[src/logic/i2c_slave_defines.svh]
// constants of the two-wire register access slave
// assumes a 100 MHz core clock; included by bare name
`ifndef I2C_SLAVE_DEFINES_SVH
`define I2C_SLAVE_DEFINES_SVH

`define SLAVE_ADDR_STRAP_LOW   7'h54
`define SLAVE_ADDR_STRAP_HIGH  7'h55
`define DIR_WRITE              1'h0
`define DIR_READ               1'h1
`define BITS_PER_BYTE          4'h8
`define BYTE_IDX_ADDR          2'h0
`define BYTE_IDX_POINTER       2'h1
`define BYTE_IDX_DATA          2'h2
`define WR_FIFO_DEPTH          16
`define CORE_CLK_PERIOD_NS     10
`define SDA_HOLD_MIN_NS        300
`define SDA_HOLD_CYCLES \
   ((`SDA_HOLD_MIN_NS + `CORE_CLK_PERIOD_NS - 1) / `CORE_CLK_PERIOD_NS)

`endif

[src/logic/i2c_slave_pkg.sv]
// types shared by the register access slave, its port checks and its bench
// assumes nothing of its surroundings
`default_nettype none
package i2c_slave_pkg;

   typedef enum logic [4:0]
   {
      ST_IDLE   = 5'h01,
      ST_RX     = 5'h02,
      ST_RX_ACK = 5'h04,
      ST_TX     = 5'h08,
      ST_TX_ACK = 5'h10
   } slave_state_t;

   typedef struct packed
   {
      logic [7:0] reg_addr;
      logic [7:0] reg_data;
   } wr_cmd_t;

endpackage : i2c_slave_pkg
`default_nettype wire

[src/logic/wr_cmd_fifo.sv]
// synchronous fifo with a registered head word
// assumes DEPTH is a power of two; one clock for both sides
`timescale 1ns/100ps
`default_nettype none
module wr_cmd_fifo
#(
   parameter int WIDTH = 16,
   parameter int DEPTH = 16
)
(
   input  wire logic             clk,
   input  wire logic             rst,
   input  wire logic             in_valid,
   output logic                  in_ready,
   input  wire logic [WIDTH-1:0] in_data,
   output logic                  out_valid,
   input  wire logic             out_ready,
   output logic      [WIDTH-1:0] out_data
);

   localparam int AW = $clog2(DEPTH);
   localparam int CW = $clog2(DEPTH + 1);

   logic [WIDTH-1:0] mem [DEPTH];
   logic [AW-1:0]    wr_ptr_reg;
   logic [AW-1:0]    rd_ptr_reg;
   logic [CW-1:0]    count_reg;
   logic             out_valid_reg;
   logic [WIDTH-1:0] out_data_reg;
   logic             push;
   logic             pop;

   // the head register counts as one extra slot beyond DEPTH
   assign in_ready  = (count_reg != CW'(DEPTH));
   assign push      = in_valid & in_ready;
   assign pop       = (count_reg != '0) & (~out_valid_reg | out_ready);
   assign out_valid = out_valid_reg;
   assign out_data  = out_data_reg;

   always_ff @(posedge clk)
   begin
      if (push)
      begin
         mem[wr_ptr_reg] <= in_data;
      end
   end

   always_ff @(posedge clk)
   begin
      if (rst)
      begin
         wr_ptr_reg <= '0;
         rd_ptr_reg <= '0;
         count_reg  <= '0;
      end
      else
      begin
         if (push)
         begin
            wr_ptr_reg <= wr_ptr_reg + AW'(1);
         end
         if (pop)
         begin
            rd_ptr_reg <= rd_ptr_reg + AW'(1);
         end
         if (push & ~pop)
         begin
            count_reg <= count_reg + CW'(1);
         end
         else if (pop & ~push)
         begin
            count_reg <= count_reg - CW'(1);
         end
      end
   end

   always_ff @(posedge clk)
   begin
      if (rst)
      begin
         out_valid_reg <= 1'b0;
         out_data_reg  <= '0;
      end
      else if (pop)
      begin
         out_valid_reg <= 1'b1;
         out_data_reg  <= mem[rd_ptr_reg];
      end
      else if (out_ready)
      begin
         out_valid_reg <= 1'b0;
      end
   end

endmodule : wr_cmd_fifo
`default_nettype wire

[src/logic/i2c_register_access_slave.sv]
// two-wire serial slave giving a bus master access to a register map
// assumes the register map sits on core_clk, takes writes from the
// queue below and answers rd_addr with rd_data within one scl high time
`timescale 1ns/100ps
`default_nettype none
`include "i2c_slave_defines.svh"

// What this block does
// sda is sampled at scl rising; master changes sda only while scl low
// sda toggling while scl high mid-transfer abandons and discards it
// sda falling with scl high is start; rising with scl high is stop
// bus counts as busy from start until stop, idle otherwise
// repeated start behaves as a first start: byte count and match restart
// bytes are eight bits, most significant bit first, both directions
// master clocks the acknowledge; the transmitter releases sda during it
// receiver pulls sda low on the ninth clock; addressed slave acks all but a data byte met by a full write queue
// first byte is seven-bit address plus direction, zero write, one read
// slave address is 54h with strap low and 55h with strap high
// write: byte after address is the pointer, next byte is the data
// written value takes effect at scl rise of the slave's final ack
// master reads by writing the pointer, then repeated start and read
// pointer advances by one after each data byte read or written
// master should auto-increment only across the pattern command block
// mismatched address gets no ack; slave ignores bus until next start
// read: slave drives register bits; master ack continues, nack ends
module i2c_register_access_slave
#(
   parameter int WR_DEPTH  = `WR_FIFO_DEPTH,
   parameter int HOLD_CYC  = `SDA_HOLD_CYCLES
)
(
   input  wire logic                     core_clk,
   input  wire logic                     sys_rst,
   input  wire logic                     scl_i,
   input  wire logic                     sda_i,
   output logic                          sda_o,
   output logic                          sda_oe_n,
   input  wire logic                     addr_sel,
   output logic                          wr_valid,
   input  wire logic                     wr_ready,
   output i2c_slave_pkg::wr_cmd_t        wr_cmd,
   output logic                          [7:0] rd_addr,
   input  wire logic                     [7:0] rd_data,
   output logic                          bus_busy
);

   localparam int HW = $clog2(HOLD_CYC + 1);

   // pin synchronisers and edge history
   logic                        scl_meta_reg;
   logic                        scl_sync_reg;
   logic                        scl_prev_reg;
   logic                        sda_meta_reg;
   logic                        sda_sync_reg;
   logic                        sda_prev_reg;
   logic                        sel_meta_reg;
   logic                        sel_sync_reg;

   // protocol state
   i2c_slave_pkg::slave_state_t state_reg;
   logic [3:0]                  bit_cnt_reg;
   logic [1:0]                  byte_cnt_reg;
   logic [7:0]                  shift_reg;
   logic [7:0]                  pointer_reg;
   logic                        dir_reg;
   logic                        master_ack_reg;
   logic                        busy_reg;

   // sda output timing
   logic                        sda_oe_n_reg;
   logic [HW-1:0]               hold_cnt_reg;

   // decoded events
   logic                        scl_rise;
   logic                        scl_fall;
   logic                        start_det;
   logic                        stop_det;
   logic                        byte_in_done;
   logic                        accept_byte;
   logic                        commit_write;
   logic                        want_low;
   logic [6:0]                  own_addr;

   // queue between the serial side and the register map
   logic                        q_in_ready;
   i2c_slave_pkg::wr_cmd_t      q_in_data;

   function automatic logic [7:0] next_ptr(input logic [7:0] p);
      next_ptr = p + 8'h01;
   endfunction : next_ptr

   always_ff @(posedge core_clk)
   begin
      if (sys_rst)
      begin
         scl_meta_reg <= 1'b1;
         scl_sync_reg <= 1'b1;
         scl_prev_reg <= 1'b1;
         sda_meta_reg <= 1'b1;
         sda_sync_reg <= 1'b1;
         sda_prev_reg <= 1'b1;
      end
      else
      begin
         scl_meta_reg <= scl_i;
         scl_sync_reg <= scl_meta_reg;
         scl_prev_reg <= scl_sync_reg;
         sda_meta_reg <= sda_i;
         sda_sync_reg <= sda_meta_reg;
         sda_prev_reg <= sda_sync_reg;
      end
   end

   // strap is re-sampled continuously; it should only move when idle
   always_ff @(posedge core_clk)
   begin
      if (sys_rst)
      begin
         sel_meta_reg <= 1'b0;
         sel_sync_reg <= 1'b0;
      end
      else
      begin
         sel_meta_reg <= addr_sel;
         sel_sync_reg <= sel_meta_reg;
      end
   end

   assign own_addr = sel_sync_reg ? `SLAVE_ADDR_STRAP_HIGH
                                  : `SLAVE_ADDR_STRAP_LOW;

   assign scl_rise  = scl_sync_reg & ~scl_prev_reg;
   assign scl_fall  = ~scl_sync_reg & scl_prev_reg;
   // both samples high so a start is never mistaken at an scl edge
   assign start_det = scl_sync_reg & scl_prev_reg
                      & sda_prev_reg & ~sda_sync_reg;
   assign stop_det  = scl_sync_reg & scl_prev_reg
                      & ~sda_prev_reg & sda_sync_reg;

   assign byte_in_done = (bit_cnt_reg == `BITS_PER_BYTE);

   // ack decision at the eighth falling edge
   always_comb
   begin
      unique case (byte_cnt_reg)
         `BYTE_IDX_ADDR:
            accept_byte = (shift_reg[7:1] == own_addr);
         `BYTE_IDX_POINTER:
            accept_byte = (shift_reg[0] | 1'b1);
         default:
            // a full queue refuses the byte rather than lose it
            accept_byte = q_in_ready;
      endcase
   end

   // data bytes land at the rise of the ack clock, never before
   assign commit_write = (state_reg == i2c_slave_pkg::ST_RX_ACK)
                         & scl_rise
                         & (byte_cnt_reg == `BYTE_IDX_DATA);

   always_ff @(posedge core_clk)
   begin
      if (sys_rst)
      begin
         busy_reg <= 1'b0;
      end
      else if (start_det)
      begin
         busy_reg <= 1'b1;
      end
      else if (stop_det)
      begin
         busy_reg <= 1'b0;
      end
   end

   assign bus_busy = busy_reg;

   always_ff @(posedge core_clk)
   begin
      if (sys_rst)
      begin
         state_reg <= i2c_slave_pkg::ST_IDLE;
      end
      else if (start_det)
      begin
         state_reg <= i2c_slave_pkg::ST_RX;
      end
      else if (stop_det)
      begin
         // partial byte is dropped; nothing was queued for it
         state_reg <= i2c_slave_pkg::ST_IDLE;
      end
      else if (scl_fall)
      begin
         unique case (state_reg)
            i2c_slave_pkg::ST_IDLE:
               state_reg <= i2c_slave_pkg::ST_IDLE;
            i2c_slave_pkg::ST_RX:
               if (byte_in_done)
               begin
                  state_reg <= accept_byte ? i2c_slave_pkg::ST_RX_ACK
                                           : i2c_slave_pkg::ST_IDLE;
               end
            i2c_slave_pkg::ST_RX_ACK:
               if (byte_cnt_reg == `BYTE_IDX_ADDR
                   && dir_reg == `DIR_READ)
               begin
                  state_reg <= i2c_slave_pkg::ST_TX;
               end
               else
               begin
                  state_reg <= i2c_slave_pkg::ST_RX;
               end
            i2c_slave_pkg::ST_TX:
               if (byte_in_done)
               begin
                  state_reg <= i2c_slave_pkg::ST_TX_ACK;
               end
            i2c_slave_pkg::ST_TX_ACK:
               state_reg <= master_ack_reg ? i2c_slave_pkg::ST_TX
                                           : i2c_slave_pkg::ST_IDLE;
         endcase
      end
   end

   // bit counter: eight data clocks then the ninth is the ack
   always_ff @(posedge core_clk)
   begin
      if (sys_rst)
      begin
         bit_cnt_reg <= 4'h0;
      end
      else if (start_det)
      begin
         bit_cnt_reg <= 4'h0;
      end
      else if (scl_rise
               && (state_reg == i2c_slave_pkg::ST_RX
                   || state_reg == i2c_slave_pkg::ST_TX))
      begin
         bit_cnt_reg <= bit_cnt_reg + 4'h1;
      end
      else if (scl_fall
               && (state_reg == i2c_slave_pkg::ST_RX_ACK
                   || state_reg == i2c_slave_pkg::ST_TX_ACK))
      begin
         bit_cnt_reg <= 4'h0;
      end
   end

   always_ff @(posedge core_clk)
   begin
      if (sys_rst)
      begin
         byte_cnt_reg <= `BYTE_IDX_ADDR;
      end
      else if (start_det)
      begin
         byte_cnt_reg <= `BYTE_IDX_ADDR;
      end
      else if (scl_fall && state_reg == i2c_slave_pkg::ST_RX_ACK
               && byte_cnt_reg != `BYTE_IDX_DATA)
      begin
         byte_cnt_reg <= byte_cnt_reg + 2'h1;
      end
   end

   // shifter: in at scl rise, out at scl fall, msb first
   always_ff @(posedge core_clk)
   begin
      if (sys_rst)
      begin
         shift_reg <= 8'h00;
      end
      else if (scl_rise && state_reg == i2c_slave_pkg::ST_RX)
      begin
         shift_reg <= {shift_reg[6:0], sda_sync_reg};
      end
      else if (scl_fall && state_reg == i2c_slave_pkg::ST_RX_ACK
               && byte_cnt_reg == `BYTE_IDX_ADDR
               && dir_reg == `DIR_READ)
      begin
         shift_reg <= rd_data;
      end
      else if (scl_fall && state_reg == i2c_slave_pkg::ST_TX_ACK
               && master_ack_reg)
      begin
         shift_reg <= rd_data;
      end
      else if (scl_fall && state_reg == i2c_slave_pkg::ST_TX
               && !byte_in_done)
      begin
         shift_reg <= {shift_reg[6:0], 1'b0};
      end
   end

   always_ff @(posedge core_clk)
   begin
      if (sys_rst)
      begin
         dir_reg <= `DIR_WRITE;
      end
      else if (scl_rise && state_reg == i2c_slave_pkg::ST_RX_ACK
               && byte_cnt_reg == `BYTE_IDX_ADDR)
      begin
         dir_reg <= shift_reg[0];
      end
   end

   // pointer survives a repeated start so a read follows a pointer write
   always_ff @(posedge core_clk)
   begin
      if (sys_rst)
      begin
         pointer_reg <= 8'h00;
      end
      else if (scl_rise && state_reg == i2c_slave_pkg::ST_RX_ACK
               && byte_cnt_reg == `BYTE_IDX_POINTER)
      begin
         pointer_reg <= shift_reg;
      end
      else if (commit_write)
      begin
         pointer_reg <= next_ptr(pointer_reg);
      end
      else if (scl_rise && state_reg == i2c_slave_pkg::ST_TX_ACK)
      begin
         pointer_reg <= next_ptr(pointer_reg);
      end
   end

   assign rd_addr = pointer_reg;

   always_ff @(posedge core_clk)
   begin
      if (sys_rst)
      begin
         master_ack_reg <= 1'b0;
      end
      else if (scl_rise && state_reg == i2c_slave_pkg::ST_TX_ACK)
      begin
         master_ack_reg <= ~sda_sync_reg;
      end
   end

   // sda is pulled only for our ack or a zero data bit; the last data bit
   // stands through its high phase, as an early release reads as a stop
   assign want_low = (state_reg == i2c_slave_pkg::ST_RX_ACK)
                     | ((state_reg == i2c_slave_pkg::ST_TX)
                        & ~shift_reg[7]);

   // the pin follows want_low only after the output hold time
   always_ff @(posedge core_clk)
   begin
      if (sys_rst)
      begin
         hold_cnt_reg <= '0;
      end
      else if (scl_fall)
      begin
         hold_cnt_reg <= HW'(HOLD_CYC);
      end
      else if (hold_cnt_reg != '0)
      begin
         hold_cnt_reg <= hold_cnt_reg - HW'(1);
      end
   end

   always_ff @(posedge core_clk)
   begin
      if (sys_rst)
      begin
         sda_oe_n_reg <= 1'b1;
      end
      else if (hold_cnt_reg == '0 && !scl_fall)
      begin
         sda_oe_n_reg <= ~want_low;
      end
   end

   assign sda_oe_n = sda_oe_n_reg;
   assign sda_o    = 1'b0;

   assign q_in_data.reg_addr = pointer_reg;
   assign q_in_data.reg_data = shift_reg;

   wr_cmd_fifo
   #(
      .WIDTH (16),
      .DEPTH (WR_DEPTH)
   )
   u_wr_fifo
   (
      .clk       (core_clk),
      .rst       (sys_rst),
      .in_valid  (commit_write),
      .in_ready  (q_in_ready),
      .in_data   (q_in_data),
      .out_valid (wr_valid),
      .out_ready (wr_ready),
      .out_data  (wr_cmd)
   );

endmodule : i2c_register_access_slave
`default_nettype wire

[config.mk]
export PLATFORM = sky130hd
export DESIGN_NAME = i2c_register_access_slave
export DESIGN_NICKNAME = d
export VERILOG_FILES = /design/src/logic/i2c_slave_pkg.sv /design/src/logic/wr_cmd_fifo.sv /design/src/logic/i2c_register_access_slave.sv
export VERILOG_INCLUDE_DIRS = /design/src /design/src/logic
export SDC_FILE = /design/constraint.sdc
export NUM_CORES = 1
export LEC_CHECK = 0
export ABC_AREA = 1
export BUFFER_PORTS_ARGS = -buffer_cell sky130_fd_sc_hd__buf_2
export CAP_MARGIN = 10
export CELL_PAD_IN_SITES_DETAIL_PLACEMENT = 0
export CELL_PAD_IN_SITES_GLOBAL_PLACEMENT = 2
export CORE_MARGIN = 2
export CORE_UTILIZATION = 44
export CTS_CLUSTER_DIAMETER = 200
export CTS_CLUSTER_SIZE = 40
export DETAILED_ROUTE_END_ITERATION = 12
export GPL_ROUTABILITY_DRIVEN = 0
export GPL_TIMING_DRIVEN = 0
export PLACE_DENSITY_LB_ADDON = 0.15
export REMOVE_ABC_BUFFERS = 1
export SYNTH_ARGS = -nofsm -noshare
export SYNTH_HDL_FRONTEND = slang
export SYNTH_SLANG_ARGS = --single-unit
[constraint.sdc]
create_clock -name core_clk -period 6.5 [get_ports core_clk]
set_input_delay 0.325 -clock core_clk [delete_from_list [all_inputs] [get_ports core_clk]]
set_output_delay 0.325 -clock core_clk [all_outputs]
set_load 0.03 [all_outputs]
After elaboration in Yosys (flattened, before gate mapping)
Memories as Yosys holds them, arrays and structs flattened. A register that Yosys moved wholly into a read port is not among the register bits.
Index checks and enable logic that the tools add are counted.

operators by class
  add/sub/neg operators = 8
  $mul = 0
  div/mod/pow operators = 0
  order comparisons = 0
  equal/unequal tests = 15
  shifts and indexed selects = 0
  muxes and demuxes = 30
  bitwise logic cells = 25
  reduce and logical (&&, ||, !) cells = 38

operator list
  kind                                                                count
  8-bit two-way mux                                                   7
  5-bit two-way mux                                                   6
  5-bit one-hot mux with 5 select lines                               1
  1-bit logical AND                                                   17
  4-bit two-way mux                                                   4
  1-bit AND                                                           14
  4-bit by 1-bit adder with 4-bit output, second input constant       3
  2-bit nonzero test                                                  5
  5-bit nonzero test                                                  2
  5-bit by 1-bit subtractor with 5-bit output, second input constant  2
  1-bit inverter                                                      9
  8-bit by 1-bit adder with 8-bit output, second input constant       1
  4-bit != test, second input constant                                2
  7-bit == test                                                       1
  1-bit two-way mux                                                   7
  2-bit two-way mux                                                   3
  2-bit != test, second input constant                                3
  3-bit AND reduction                                                 2
  3-bit nonzero test                                                  2
  5-bit by 1-bit adder with 5-bit output, second input constant       1
  5-bit by 1-bit == test with 1-bit output, second input constant     1
  5-bit by 2-bit == test with 1-bit output, second input constant     1
  5-bit by 3-bit == test with 1-bit output, second input constant     1
  5-bit by 4-bit == test with 1-bit output, second input constant     1
  16 further kinds                                                    20

word-level totals
  register bits = 58
  bits in latches = 0
  RAM bits = 256
  memory bits (read-only) = 0
  output and inout port bits = 28
  memories = 1

memory list
  memory         words  bits a word  rd ports  clocked after Yosys merged registers in  wr ports  line               RTL
  u_wr_fifo.mem  16     16           1         1                                        1         wr_cmd_fifo.sv:24  logic [WIDTH-1:0] mem [DEPTH];

Logic depth before layout (Yosys ltp)
Gate-level depths: netlist of the first run.

  word-level depth = 9
  mapped depth = 15
  mapped depth without buffers = 15

Hierarchy
From an unflattened synthesis of the first run, not the netlist that was laid out.

second synthesis, totals
  cell total of the unflattened synthesis = 1533
  area, all modules = 14600.3 µm²

modules (own cells, without submodules)
  module                     times used  cells an instance  area each (µm²)
  wr_cmd_fifo                1           1206               12323.1
  i2c_register_access_slave  1           327                2277.2

Worst setup path before layout of the first run
Ideal clock, no wire load.

  kind = register to register
  start = reg state_reg[2]
  end = reg u_wr_fifo.count_reg[4]
  data arrival time = 2228 ps
  setup slack = 4202 ps
  stages on the path, launching flop included = 16
  cell sequence = dfxtp_1 inv_2 nor2_4 nand3_4 nor2_4 nand3_4 clkinv_2 ha_1 inv_1 fa_1 nand2_1 nand2_1 a21oi_1 xor2_1 nand2_1 a21oi_1

on the way
  word-level cells in the longest chain between the ends = 7

RTL lines
  element                                       line                              RTL
  start, declared                               i2c_register_access_slave.sv:60   i2c_slave_pkg::slave_state_t state_reg;
  start signal, assigned                        i2c_register_access_slave.sv:183  state_reg <= i2c_slave_pkg::ST_IDLE;
  start signal, assigned                        i2c_register_access_slave.sv:187  state_reg <= i2c_slave_pkg::ST_RX;
  start signal, assigned                        i2c_register_access_slave.sv:192  state_reg <= i2c_slave_pkg::ST_IDLE;
  5-bit by 3-bit == test with 1-bit output (*)  i2c_register_access_slave.sv:157  assign commit_write = (state_reg == i2c_slave_pkg::ST_RX_ACK)
  1-bit AND (*)                                 i2c_register_access_slave.sv:158  & scl_rise
  1-bit AND (*)                                 i2c_register_access_slave.sv:157
  1-bit AND (*)                                 wr_cmd_fifo.sv:35                 assign push = in_valid & in_ready;
  via u_wr_fifo.push                            wr_cmd_fifo.sv:30                 logic push;
  1-bit inverter                                wr_cmd_fifo.sv:70                 else if (pop & ~push)
  1-bit AND                                     wr_cmd_fifo.sv:70
  2-bit nonzero test (no source line)           -
  end signal, assigned                          wr_cmd_fifo.sv:68                 count_reg <= count_reg + CW'(1);
  end signal, assigned                          wr_cmd_fifo.sv:72                 count_reg <= count_reg - CW'(1);
  end, declared                                 wr_cmd_fifo.sv:27                 logic [CW-1:0] count_reg;

Mark *: on every way through the listed nets, which the timed path passes. The rest lies on a longest branch.
A chain may end at the register's enable or synchronous reset.

==> results of run 1 <==
-- cells by family (layout without fill, tap and decap cells) --
family	count (synthesis)	count (layout)
AO/OA/AOI/OAI	143	143
flip-flops	330	330
other	1	1
AND/OR/NAND/NOR	757	757
XOR/XNOR	11	11
adder cells (fa/ha/maj)	17	17
buffers and inverters	186	202
-- layer usage --
| metal | track usage | wire, microns | share of wire |
|---|---|---|---|
| met4 | 0.04256 | 652 | 0.019 |
| met5 | 0 | 0 | 0 |
| met1 | 0.2878 | 16020 | 0.48 |
| met2 | 0.3377 | 15670 | 0.47 |
| met3 | 0.01704 | 1303 | 0.039 |
-- worst reg2reg max path, stage by stage (launching register included) --
cell and delay, ns:
dfxtp_1 1.15, clkinv_1 1.10, nand3_1 0.33, nand3_1 0.18, nand2_1 0.11, inv_1 0.05
-- metrics by stage --
stage / hold slack (ns) / TNS, ns / area (sq um)
after floorplan: 0.3883 / 0 / 13850
after global placement: 0.3945 / -42.69 / 14560
after detailed placement: 0.3937 / 0 / 14950
after CTS: 0.04706 / 0 / 15360
after global routing: 0.05998 / 0 / 15360
final: 0.06837 / 0 / 15360
-- cell type report --
cell class              instances  area (sq um)  area share
clock buffers                  19         347.8     0.02264
clock inverters                 1         30.03    0.001955
multi-input cells             929          4283      0.2788
inverters                     119         450.4     0.02932
flip-flops and latches        330          9178      0.5974
well taps                     402         503.0     0.03274
repair buffers                 63         570.5     0.03714
-- repair_timing --
action                    4_1_cts  5_1_grt
setup buffers                   0        0
hold buffers                    3        0
hold endpoints to repair        3        0
-- path summary, 6_finish.rpt --
| check | startpoint | endpoint | slack [ns] | cells after the start |
|---|---|---|---|---|
| setup / recovery | u_wr_fifo.rd_ptr_reg[3] | u_wr_fifo.out_data[1] | 3.50 | 5 |
| hold / removal | rd_data[6] | shift_reg[6] | 0.07 | 3 |
| setup reg to reg | u_wr_fifo.rd_ptr_reg[3] | u_wr_fifo.out_data[1] | 3.50 | 5 |
| hold reg to reg | sel_meta_reg | sel_sync_reg | 0.41 | 2 |
-- power breakdown --
group          switching, W  leakage [nW]  internal (W)
sequential         0.000146          2.90       0.00233
clock              0.000618         0.179      0.000387
combinational      0.000927          2.86      0.000447
-- cell usage in the layout, fill, tap and decap left out, drive strengths merged --
cell type / n
dfxtp: 74
or2: 5
clkbuf: 19
nor2: 223
xnor2: 3
a211oi: 1
fa: 1
edfxtp: 256
xor2: 8
nand4: 9
o21bai: 1
and2: 1
nand3: 167
clkinv: 3
nor3: 5
dlygate4sd3: 3
a31oi: 2
a21oi: 38
nand2: 346
nand3b: 1
ha: 16
o21ai: 100
inv: 117
conb: 1
a21boi: 1
buf: 60
==> run_results.csv, run 1 <==
group,metric,value,unit
route,viasPerCell,5.098,
clock_tree,clock_sinks,330,
place,placed_cells,1840,
logic_synthesis,yosys.area_share.xor_xnor,0.006794,
logic_synthesis,synth-compound-area-share,0.05144,
final_layout,antenna_cells,0,
sta,relSlewSlack,0.1917,
logic_synthesis,synthSimpleGateAreaFrac,0.2248,
logic_synthesis,yosys_warnings,0,
final_layout,fillers,2930,
setup_path,cp.arrival,3.42,ns
logic_synthesis,synth_fa_ha_area_frac,0.01553,
sta,clock_skew,0.04662,ns
clock_tree,worstSkewPairLatency,0.52,ns
job,max_cap_violations,0,
power_and_ir_drop,totalPowerFinal,0.004854,W
route,routed-via-count,9498,
logic_synthesis,ys_types,37,
sta,hold_viol,0,
sta,fmax,0.3331,GHz
logic_synthesis,synthTopCellsByArea,"edfxtp_1 54%, dfxtp_1 10%, nand2_1 9.0%",
power_and_ir_drop,p_leak,5.940,nW
setup_path,cpLargestDelayFamily,"buffers and inverters",
clock_tree,clock_path_buffers,3,
clock_tree,cts_tree,"yes",
global_routing,gr-total-overflow,0,
floorplan,ios,42,
setup_path,criticalPathCategory,"reg2reg",
sta,setup_viol,0,
route,ant_nets,0,
global_routing,grt_usage,0.2014,
setup_path,cp_common_cell,"nand3_1",
run_status,outcome,"finished clean",
global_routing,grt_max_degree,73,
final_layout,nets,1486,
setup_path,path_max_fanout,18,
clock_tree,h-tree-depth,1,
setup_path,cp.required,6.92,ns
route,wire_per_inst,18.06,microns
route,routed_wl,33650,microns
logic_synthesis,synth_common_cells,"341 x nand2_1, 256 x edfxtp_1, 216 x nor2_1",
power_and_ir_drop,powerDensity,316.0,mW/mm^2
logic_synthesis,synth.mux.area_fraction,0,
logic_synthesis,synth_most_common_cell,"nand2_1",
floorplan,initial_core_util,0.4482,
setup_path,crit_chain,"clkinv_1, nand3_1, nand3_1, nand2_1, inv_1",
logic_synthesis,synth.avg_cell_area,9.814,sq um
logic_synthesis,syn_inst,1445,
place,dpl.hpwl,20450,microns
setup_path,path_buf_inv,2,
power_and_ir_drop,vdd_drop_max,0.0002490,V
logic_synthesis,synth_edf_count,256,
clock_tree,cts_buffers,12,
logic_synthesis,synth_ff_type,"edfxtp_1",
min_path,hp-class,"in2reg",
setup_path,max_stage_delay,1.15,ns
logic_synthesis,async_reset_ff_frac,0,
logic_synthesis,synth_top_family_by_area,"simple AND/OR/NAND/NOR gates",
final_layout,largest_reg_flops,256,
sta,worstMarginPinSlew,1.211,ns
logic_synthesis,synth-seq-area-share,0.6466,
setup_path,cp-start-kind,"register",
floorplan,die_area,0.03368,sq mm
sta,fin_crit_sh,0.4619,
place,portBuffers,40,
global_routing,antenna_found_initial,0,
final_layout,fin_util,0.4856,
route,detail_route.first_pass.iterations,5,
floorplan,core,0.03164,sq mm
setup_path,crit_slowest_cell,"dfxtp_1",
logic_synthesis,yosysTopAreaCell,"edfxtp_1",
final_layout,drive_gt1_frac,0.08419,
logic_synthesis,yosys.area.top_type_share,0.5421,
setup_path,worst_setup_path_end_kind,"register",
final_layout,syn2layout_area_growth,8.329,%
global_routing,grt_pass1_wl,51490,microns
sta,setup_slack,3.498,ns
clock_tree,cts_resized,0,
floorplan,die_height,183.5,microns
floorplan,rows,65,
sta,rsz0062_at_grt,"no",
floorplan,die_w,183.5,microns
route,drc,0,
route,drt_iter0_drc,676,
logic_synthesis,syn-cell-area,0.01418,sq mm
sta,min_period,3.002,ns
global_routing,grt_pass1_vias,8693,
final_layout,fin_cells,1863,
clock_tree,cts_root_buffer,"clkbuf_16",
place,place_ws,3.528,ns
sta,drv_slew,0,
logic_synthesis,ys_seq_elements,330,
clock_tree,cts.clk_slew.worst_paths,0.15,ns
Note: power is estimated with default switching activity, not from simulation.
==> inputs of run 2 (changes only) <==
--- a/config.mk
+++ b/config.mk
@@ -12,7 +12,7 @@
 export CELL_PAD_IN_SITES_DETAIL_PLACEMENT = 0
 export CELL_PAD_IN_SITES_GLOBAL_PLACEMENT = 2
 export CORE_MARGIN = 2
-export CORE_UTILIZATION = 44
+export CORE_UTILIZATION = 41
 export CTS_CLUSTER_DIAMETER = 200
 export CTS_CLUSTER_SIZE = 40
 export DETAILED_ROUTE_END_ITERATION = 12
==> constraint.sdc (replaced) <==
create_clock -name core_clk -period 2.77 [get_ports core_clk]
set_input_delay 0.1385 -clock core_clk [delete_from_list [all_inputs] [get_ports core_clk]]
set_output_delay 0.1385 -clock core_clk [all_outputs]
set_load 0.03 [all_outputs]
==> run_results.csv, run 2 (synthesis results as in run 1) <==
group,metric,value,unit
setup_path,path_max_fanout,8,
run_status,outcome,"finished clean",
clock_tree,h-tree-depth,1,
clock_tree,cts.clk_slew.worst_paths,0.15,ns
power_and_ir_drop,switching_share,0.3590,
final_layout,nets,1494,
route,drt_iter0_drc,683,
power_and_ir_drop,combPwrFrac,0.306,
clock_tree,worstSkewPairLatency,0.52,ns
final_layout,final_cell_mix,"341 x nand2_1, 256 x edfxtp_1, 200 x nor2_1",
floorplan,core,0.03429,sq mm
place,place_area,0.01502,sq mm
place,place_ws,-0.2844,ns
power_and_ir_drop,vdd_drop_max,0.0005325,V
power_and_ir_drop,power_switching,0.004216,W
power_and_ir_drop,internal-power,0.007529,W
setup_path,cp.arrival,3.03,ns
sta,rsz0062_at_grt,"yes",
sta,relSlewSlack,0.1754,
final_layout,antenna_cells,0,
floorplan,rows,68,
floorplan,die_area,0.03609,sq mm
final_layout,syn2layout_area_growth,9.873,%
job,max_cap_violations,0,
power_and_ir_drop,power_frac_seq,0.488,
route,viasPerCell,5.019,
route,routed-via-count,9656,
sta,fmax,0.3872,GHz
sta,hold_viol,0,
route,dr_wl_met3,1000,microns
route,route.top_layer_used,"met4",
setup_path,r2r_start,"scl_sync_reg",
sta,setup_viol,0,
setup_path,worst_setup_path_end_kind,"register",
route,detail_route.wirelength.met1,17440,microns
route,routed-wl-met2,17710,microns
final_layout,fin_util,0.4544,
route,drc,0,
min_path,hp-class,"in2reg",
floorplan,die_height,190.0,microns
global_routing,grt_max_degree,86,
final_layout,multi_input_area,0.004303,sq mm
power_and_ir_drop,clkPwrFrac,0.207,
clock_tree,cts_buffers,12,
sta,worstMarginPinSlew,1.235,ns
sta,setup_slack,0.1875,ns
setup_path,cp-start-kind,"register",
sta,fin_crit_sh,0.9323,
sta,hold_ws,0.3215,ns
floorplan,ios,42,
setup_path,criticalPathCategory,"reg2reg",
global_routing,gr-total-overflow,0,
power_and_ir_drop,p_leak,5.984,nW
final_layout,drive_gt1_frac,0.08441,
final_layout,largest_reg_flops,256,
sta,drv_slew,0,
final_layout,stdcell_area,0.01558,sq mm
route,routed_wl,36660,microns
global_routing,antenna_found_initial,0,
place,dpl.hpwl,20510,microns
power_and_ir_drop,powerDensity,753.8,mW/mm^2
floorplan,initial_core_util,0.4136,
place,portBuffers,40,
global_routing,grt_usage,0.2028,
clock_tree,cts_root_buffer,"clkbuf_16",
route,detail_route.first_pass.iterations,5,
route,ant_nets,0,
setup_path,cp-startpoint,"scl_sync_reg",
sta,min_period,2.582,ns
final_layout,layout_commonest_cell,"nand2_1",
setup_path,cp.required,3.22,ns
global_routing,grt_pass1_wl,55190,microns
final_layout,fillers,3237,
floorplan,die_w,190.0,microns
global_routing,grt_pass1_vias,9125,
clock_tree,cts_tree,"yes",
route,wire_per_inst,19.05,microns
final_layout,final-seq-area,0.009179,sq mm
min_path,worstHoldStart,"sys_rst",
clock_tree,clock_path_buffers,3,
clock_tree,clock_sinks,330,
sta,clock_skew,0.04900,ns
sta,tns,0,ns
## run 2: cell types whose count changed in the layout (fill, tap and decap cells not counted), moves of 2 or more
cell           previous run  this run
buf_16                    4         8
buf_4                     0         2
buf_6                     4         0
buf_8                    11         7
dlygate4sd3_1             3        12
nor2_2                   17        13
nor2_4                    6        10
## run 2: critical path, cell delays in order (launching register included)
cell,delay [ns]
dfxtp_1,0.36
inv_1,0.09
nor2_4,0.21
inv_1,0.11
nor2_4,0.15
nand3_4,0.13
clkinv_2,0.15
ha_1,0.20
inv_1,0.11
fa_1,0.41
nand2_1,0.07
nand2_1,0.05
a21oi_1,0.15
xor2_1,0.16
nand2_1,0.06
a21oi_1,0.10
## run 2: metrics by stage
step | total power, W | cells
after global routing | 0.01248 | 1924
final | 0.01174 | 1924
after floorplan | 0.008225 | 1378
after detailed placement | 0.009343 | 1888
after CTS | 0.01181 | 1921
after global placement | 0.009082 | 1873
## run 2: cell type report
cell class	count	share of cell area
flip-flops and latches	330	0.5891
multi-input cells	929	0.2762
repair buffers	71	0.04497
well taps	455	0.03654
inverters	119	0.02899
clock buffers	19	0.02232
clock inverters	1	0.001927
## run 2: what timing repair did
item	4_1_cts	5_1_grt
hold endpoints to repair	12	0
resized for setup	1	1
pin swaps	0	2
buffers inserted	1	3
hold buffers	12	0
setup endpoints to repair	17	5
## run 2: power by group through the flow
stage               clock (W)  sequential (W)  combinational, W
finish                0.00243         0.00573           0.00359
detailed placement          0         0.00593           0.00341
global placement            0         0.00614           0.00294
floorplan                   0         0.00617           0.00205
global route          0.00264         0.00576           0.00408
CTS                   0.00249         0.00577           0.00356
## run 2: layer usage
layer,up-vias,GRT usage
met2,134,0.3520
met3,32,0.01716
met4,0,0.03548
met5,-,0
li1,4817,-
met1,4673,0.2815
## run 2: path summary, 6_finish.rpt
check,to,slack (ns),depth (start not counted)
hold reg to reg,sel_sync_reg,0.42,2
setup / recovery,u_wr_fifo.count_reg[4],0.19,15
hold / removal,sel_meta_reg,0.32,2
setup reg to reg,u_wr_fifo.count_reg[4],0.19,15
==> inputs of run 3 (changes only) <==
--- a/config.mk
+++ b/config.mk
@@ -12,7 +12,8 @@
 export CELL_PAD_IN_SITES_DETAIL_PLACEMENT = 0
 export CELL_PAD_IN_SITES_GLOBAL_PLACEMENT = 2
 export CORE_MARGIN = 2
-export CORE_UTILIZATION = 41
+export CORE_UTILIZATION = 42
+export CTS_BUF_LIST = sky130_fd_sc_hd__clkbuf_8
 export CTS_CLUSTER_DIAMETER = 200
 export CTS_CLUSTER_SIZE = 40
 export DETAILED_ROUTE_END_ITERATION = 12
==> run_results.csv, run 3 (synthesis results as in run 1) <==
group,metric,value,unit
run_status,outcome,"finished clean",
job,max_cap_violations,0,
setup_path,cp.arrival,3.10,ns
setup_path,path_max_fanout,18,
final_layout,stdcell_area,0.01544,sq mm
setup_path,cp_num_cells,5,
setup_path,worst_setup_path_end_kind,"register",
global_routing,grt_max_degree,76,
clock_tree,worstSkewPairLatency,0.60,ns
setup_path,max_stage_delay,1.18,ns
route,routed_wl,34870,microns
power_and_ir_drop,powerDensity,719.5,mW/mm^2
power_and_ir_drop,internal-power,0.007070,W
sta,rsz0062_at_grt,"yes",
final_layout,syn2layout_area_growth,8.885,%
global_routing,gr-total-overflow,0,
clock_tree,h-tree-depth,1,
setup_path,cp-start-kind,"register",
sta,fmax,0.3865,GHz
place,dpl.hpwl,20330,microns
route,routed-via-count,9529,
setup_path,r2r-end,"u_wr_fifo.out_data[3]",
setup_path,reg2regPathDepth,5,
setup_path,r2r_slack,0.18,ns
setup_path,r2r_start,"u_wr_fifo.rd_ptr_reg[3]",
sta,worstMarginPinSlew,1.225,ns
clock_tree,clock_sinks,330,
route,detail_route.first_pass.iterations,5,
clock_tree,clock_path_buffers,3,
route,wire_per_inst,18.19,microns
sta,hold_viol,0,
setup_path,critPathCapture,"u_wr_fifo.out_data[3]",
global_routing,grt_pass1_wl,53780,microns
setup_path,cpLargestDelayFamily,"flip-flops",
sta,relSlewSlack,0.1821,
power_and_ir_drop,p_leak,5.941,nW
setup_path,criticalPathCategory,"reg2reg",
clock_tree,cts_buffers,12,
final_layout,layout_commonest_cell,"nand2_1",
setup_path,path_buf_inv,2,
sta,fin_crit_sh,0.9342,
min_path,hp-class,"in2reg",
final_layout,nets,1494,
sta,hold_ws,0.2287,ns
power_and_ir_drop,power_switching,0.004041,W
power_and_ir_drop,power_frac_seq,0.511,
final_layout,largest_reg_flops,256,
final_layout,drive_gt1_frac,0.08645,
power_and_ir_drop,vdd_drop_max,0.0004069,V
place,place_ws,-0.2362,ns
place,portBuffers,40,
global_routing,grt_usage,0.2003,
clock_tree,cts.clk_slew.worst_paths,0.25,ns
floorplan,die_height,187.8,microns
power_and_ir_drop,clkPwrFrac,0.172,
place,place_area,0.01506,sq mm
sta,setup_viol,0,
final_layout,final_cell_mix,"341 x nand2_1, 256 x edfxtp_1, 200 x nor2_1",
floorplan,ios,42,
route,viasPerCell,4.971,
setup_path,cp.required,3.28,ns
clock_tree,cts_tree,"yes",
power_and_ir_drop,switching_share,0.3637,
setup_path,cp_common_cell,"nand3_1",
power_and_ir_drop,combPwrFrac,0.318,
global_routing,antenna_found_initial,0,
route,drt_iter0_drc,781,
route,ant_nets,0,
floorplan,die_area,0.03525,sq mm
clock_tree,cts_root_buffer,"clkbuf_8",
setup_path,crit_slowest_cell,"dfxtp_1",
sta,min_period,2.588,ns
sta,drv_slew,0,
sta,clock_skew,0.08304,ns
global_routing,grt_pass1_vias,9001,
route,drc,0,
floorplan,initial_core_util,0.4250,
sta,setup_slack,0.1824,ns
floorplan,rows,67,
final_layout,antenna_cells,0,
setup_path,cp-startpoint,"u_wr_fifo.rd_ptr_reg[3]",
floorplan,core,0.03336,sq mm
floorplan,die_w,187.8,microns
setup_path,crit_chain,"clkinv_2, nand3_1, nand3_1, nand2_1, inv_1",
## run 3: changes by cell type in the layout (fill, tap and decap cells not counted), moves of 2 or more
cell,before,now
dfxtp_1,70,68
clkbuf_16,13,0
inv_6,0,2
clkbuf_8,0,13
clkbuf_1,6,0
inv_1,110,116
dfxtp_2,2,4
## run 3: stage by stage
stage	power [W]	std cells	utilization	TNS (ns)
final	0.01111	1917	0.4628	0
after global routing	0.01189	1917	0.4628	-0.03295
after CTS	0.01125	1915	0.4618	0
after detailed placement	0.009343	1883	0.4512	-2.540
after global placement	0.009080	1866	0.4380	-298.06
after floorplan	0.008225	1378	-	-33.67
## run 3: what timing repair did
action,CTS,global route
buffers inserted,0,2
hold endpoints to repair,12,0
pin swaps,0,3
cloned,0,0
hold buffers,12,0
resized for setup,1,8
setup endpoints to repair,16,16
## run 3: area by class of cell
cell class              instances  area, sq um
multi-input cells             929         4305
clock buffers                  13        178.9
clock inverters                 7        52.55
inverters                     119        457.9
fillers                      3220        17920
flip-flops and latches        330         9181
repair buffers                 71        704.4
well taps                     448        560.5
## run 3: worst min-delay path by stage
| stage | from | end | slack [ns] | depth (start not counted) |
|---|---|---|---|---|
| after floorplan | sys_rst | bus_busy | 0.21 | 1 |
| after global placement | sda_i | sda_meta_reg | 0.32 | 2 |
| after detailed placement | sda_i | sda_meta_reg | 0.32 | 2 |
| after CTS | sda_i | sda_meta_reg | 0.21 | 3 |
| after global routing | sda_i | sda_meta_reg | 0.21 | 3 |
| final | sda_i | sda_meta_reg | 0.23 | 3 |
## run 3: tightest hold or removal path: stages
cell and delay (ns):
dlygate4sd3_1 0.52, buf_2 0.09, or2_2 0.08
## run 3: routing by layer
metal  wire length, microns  up-vias  track usage  share of wire
met1                  16650     4545       0.2832           0.48
met4                    603        0      0.04270          0.017
li1                       -     4819            -              -
met2                  16590      136       0.3392           0.48
met5                      0        -            0              0
met3                   1031       29      0.01666          0.030
## run 3: power by group through the flow
stage          clock (W)  combinational, W  sequential [W]
2_1_floorplan          0           0.00205         0.00617
3_3_place_gp           0           0.00294         0.00614
3_5_place_dp           0           0.00356         0.00578
4_1_cts          0.00198           0.00359         0.00568
5_1_grt          0.00213           0.00405         0.00571
6_report         0.00191           0.00353         0.00567
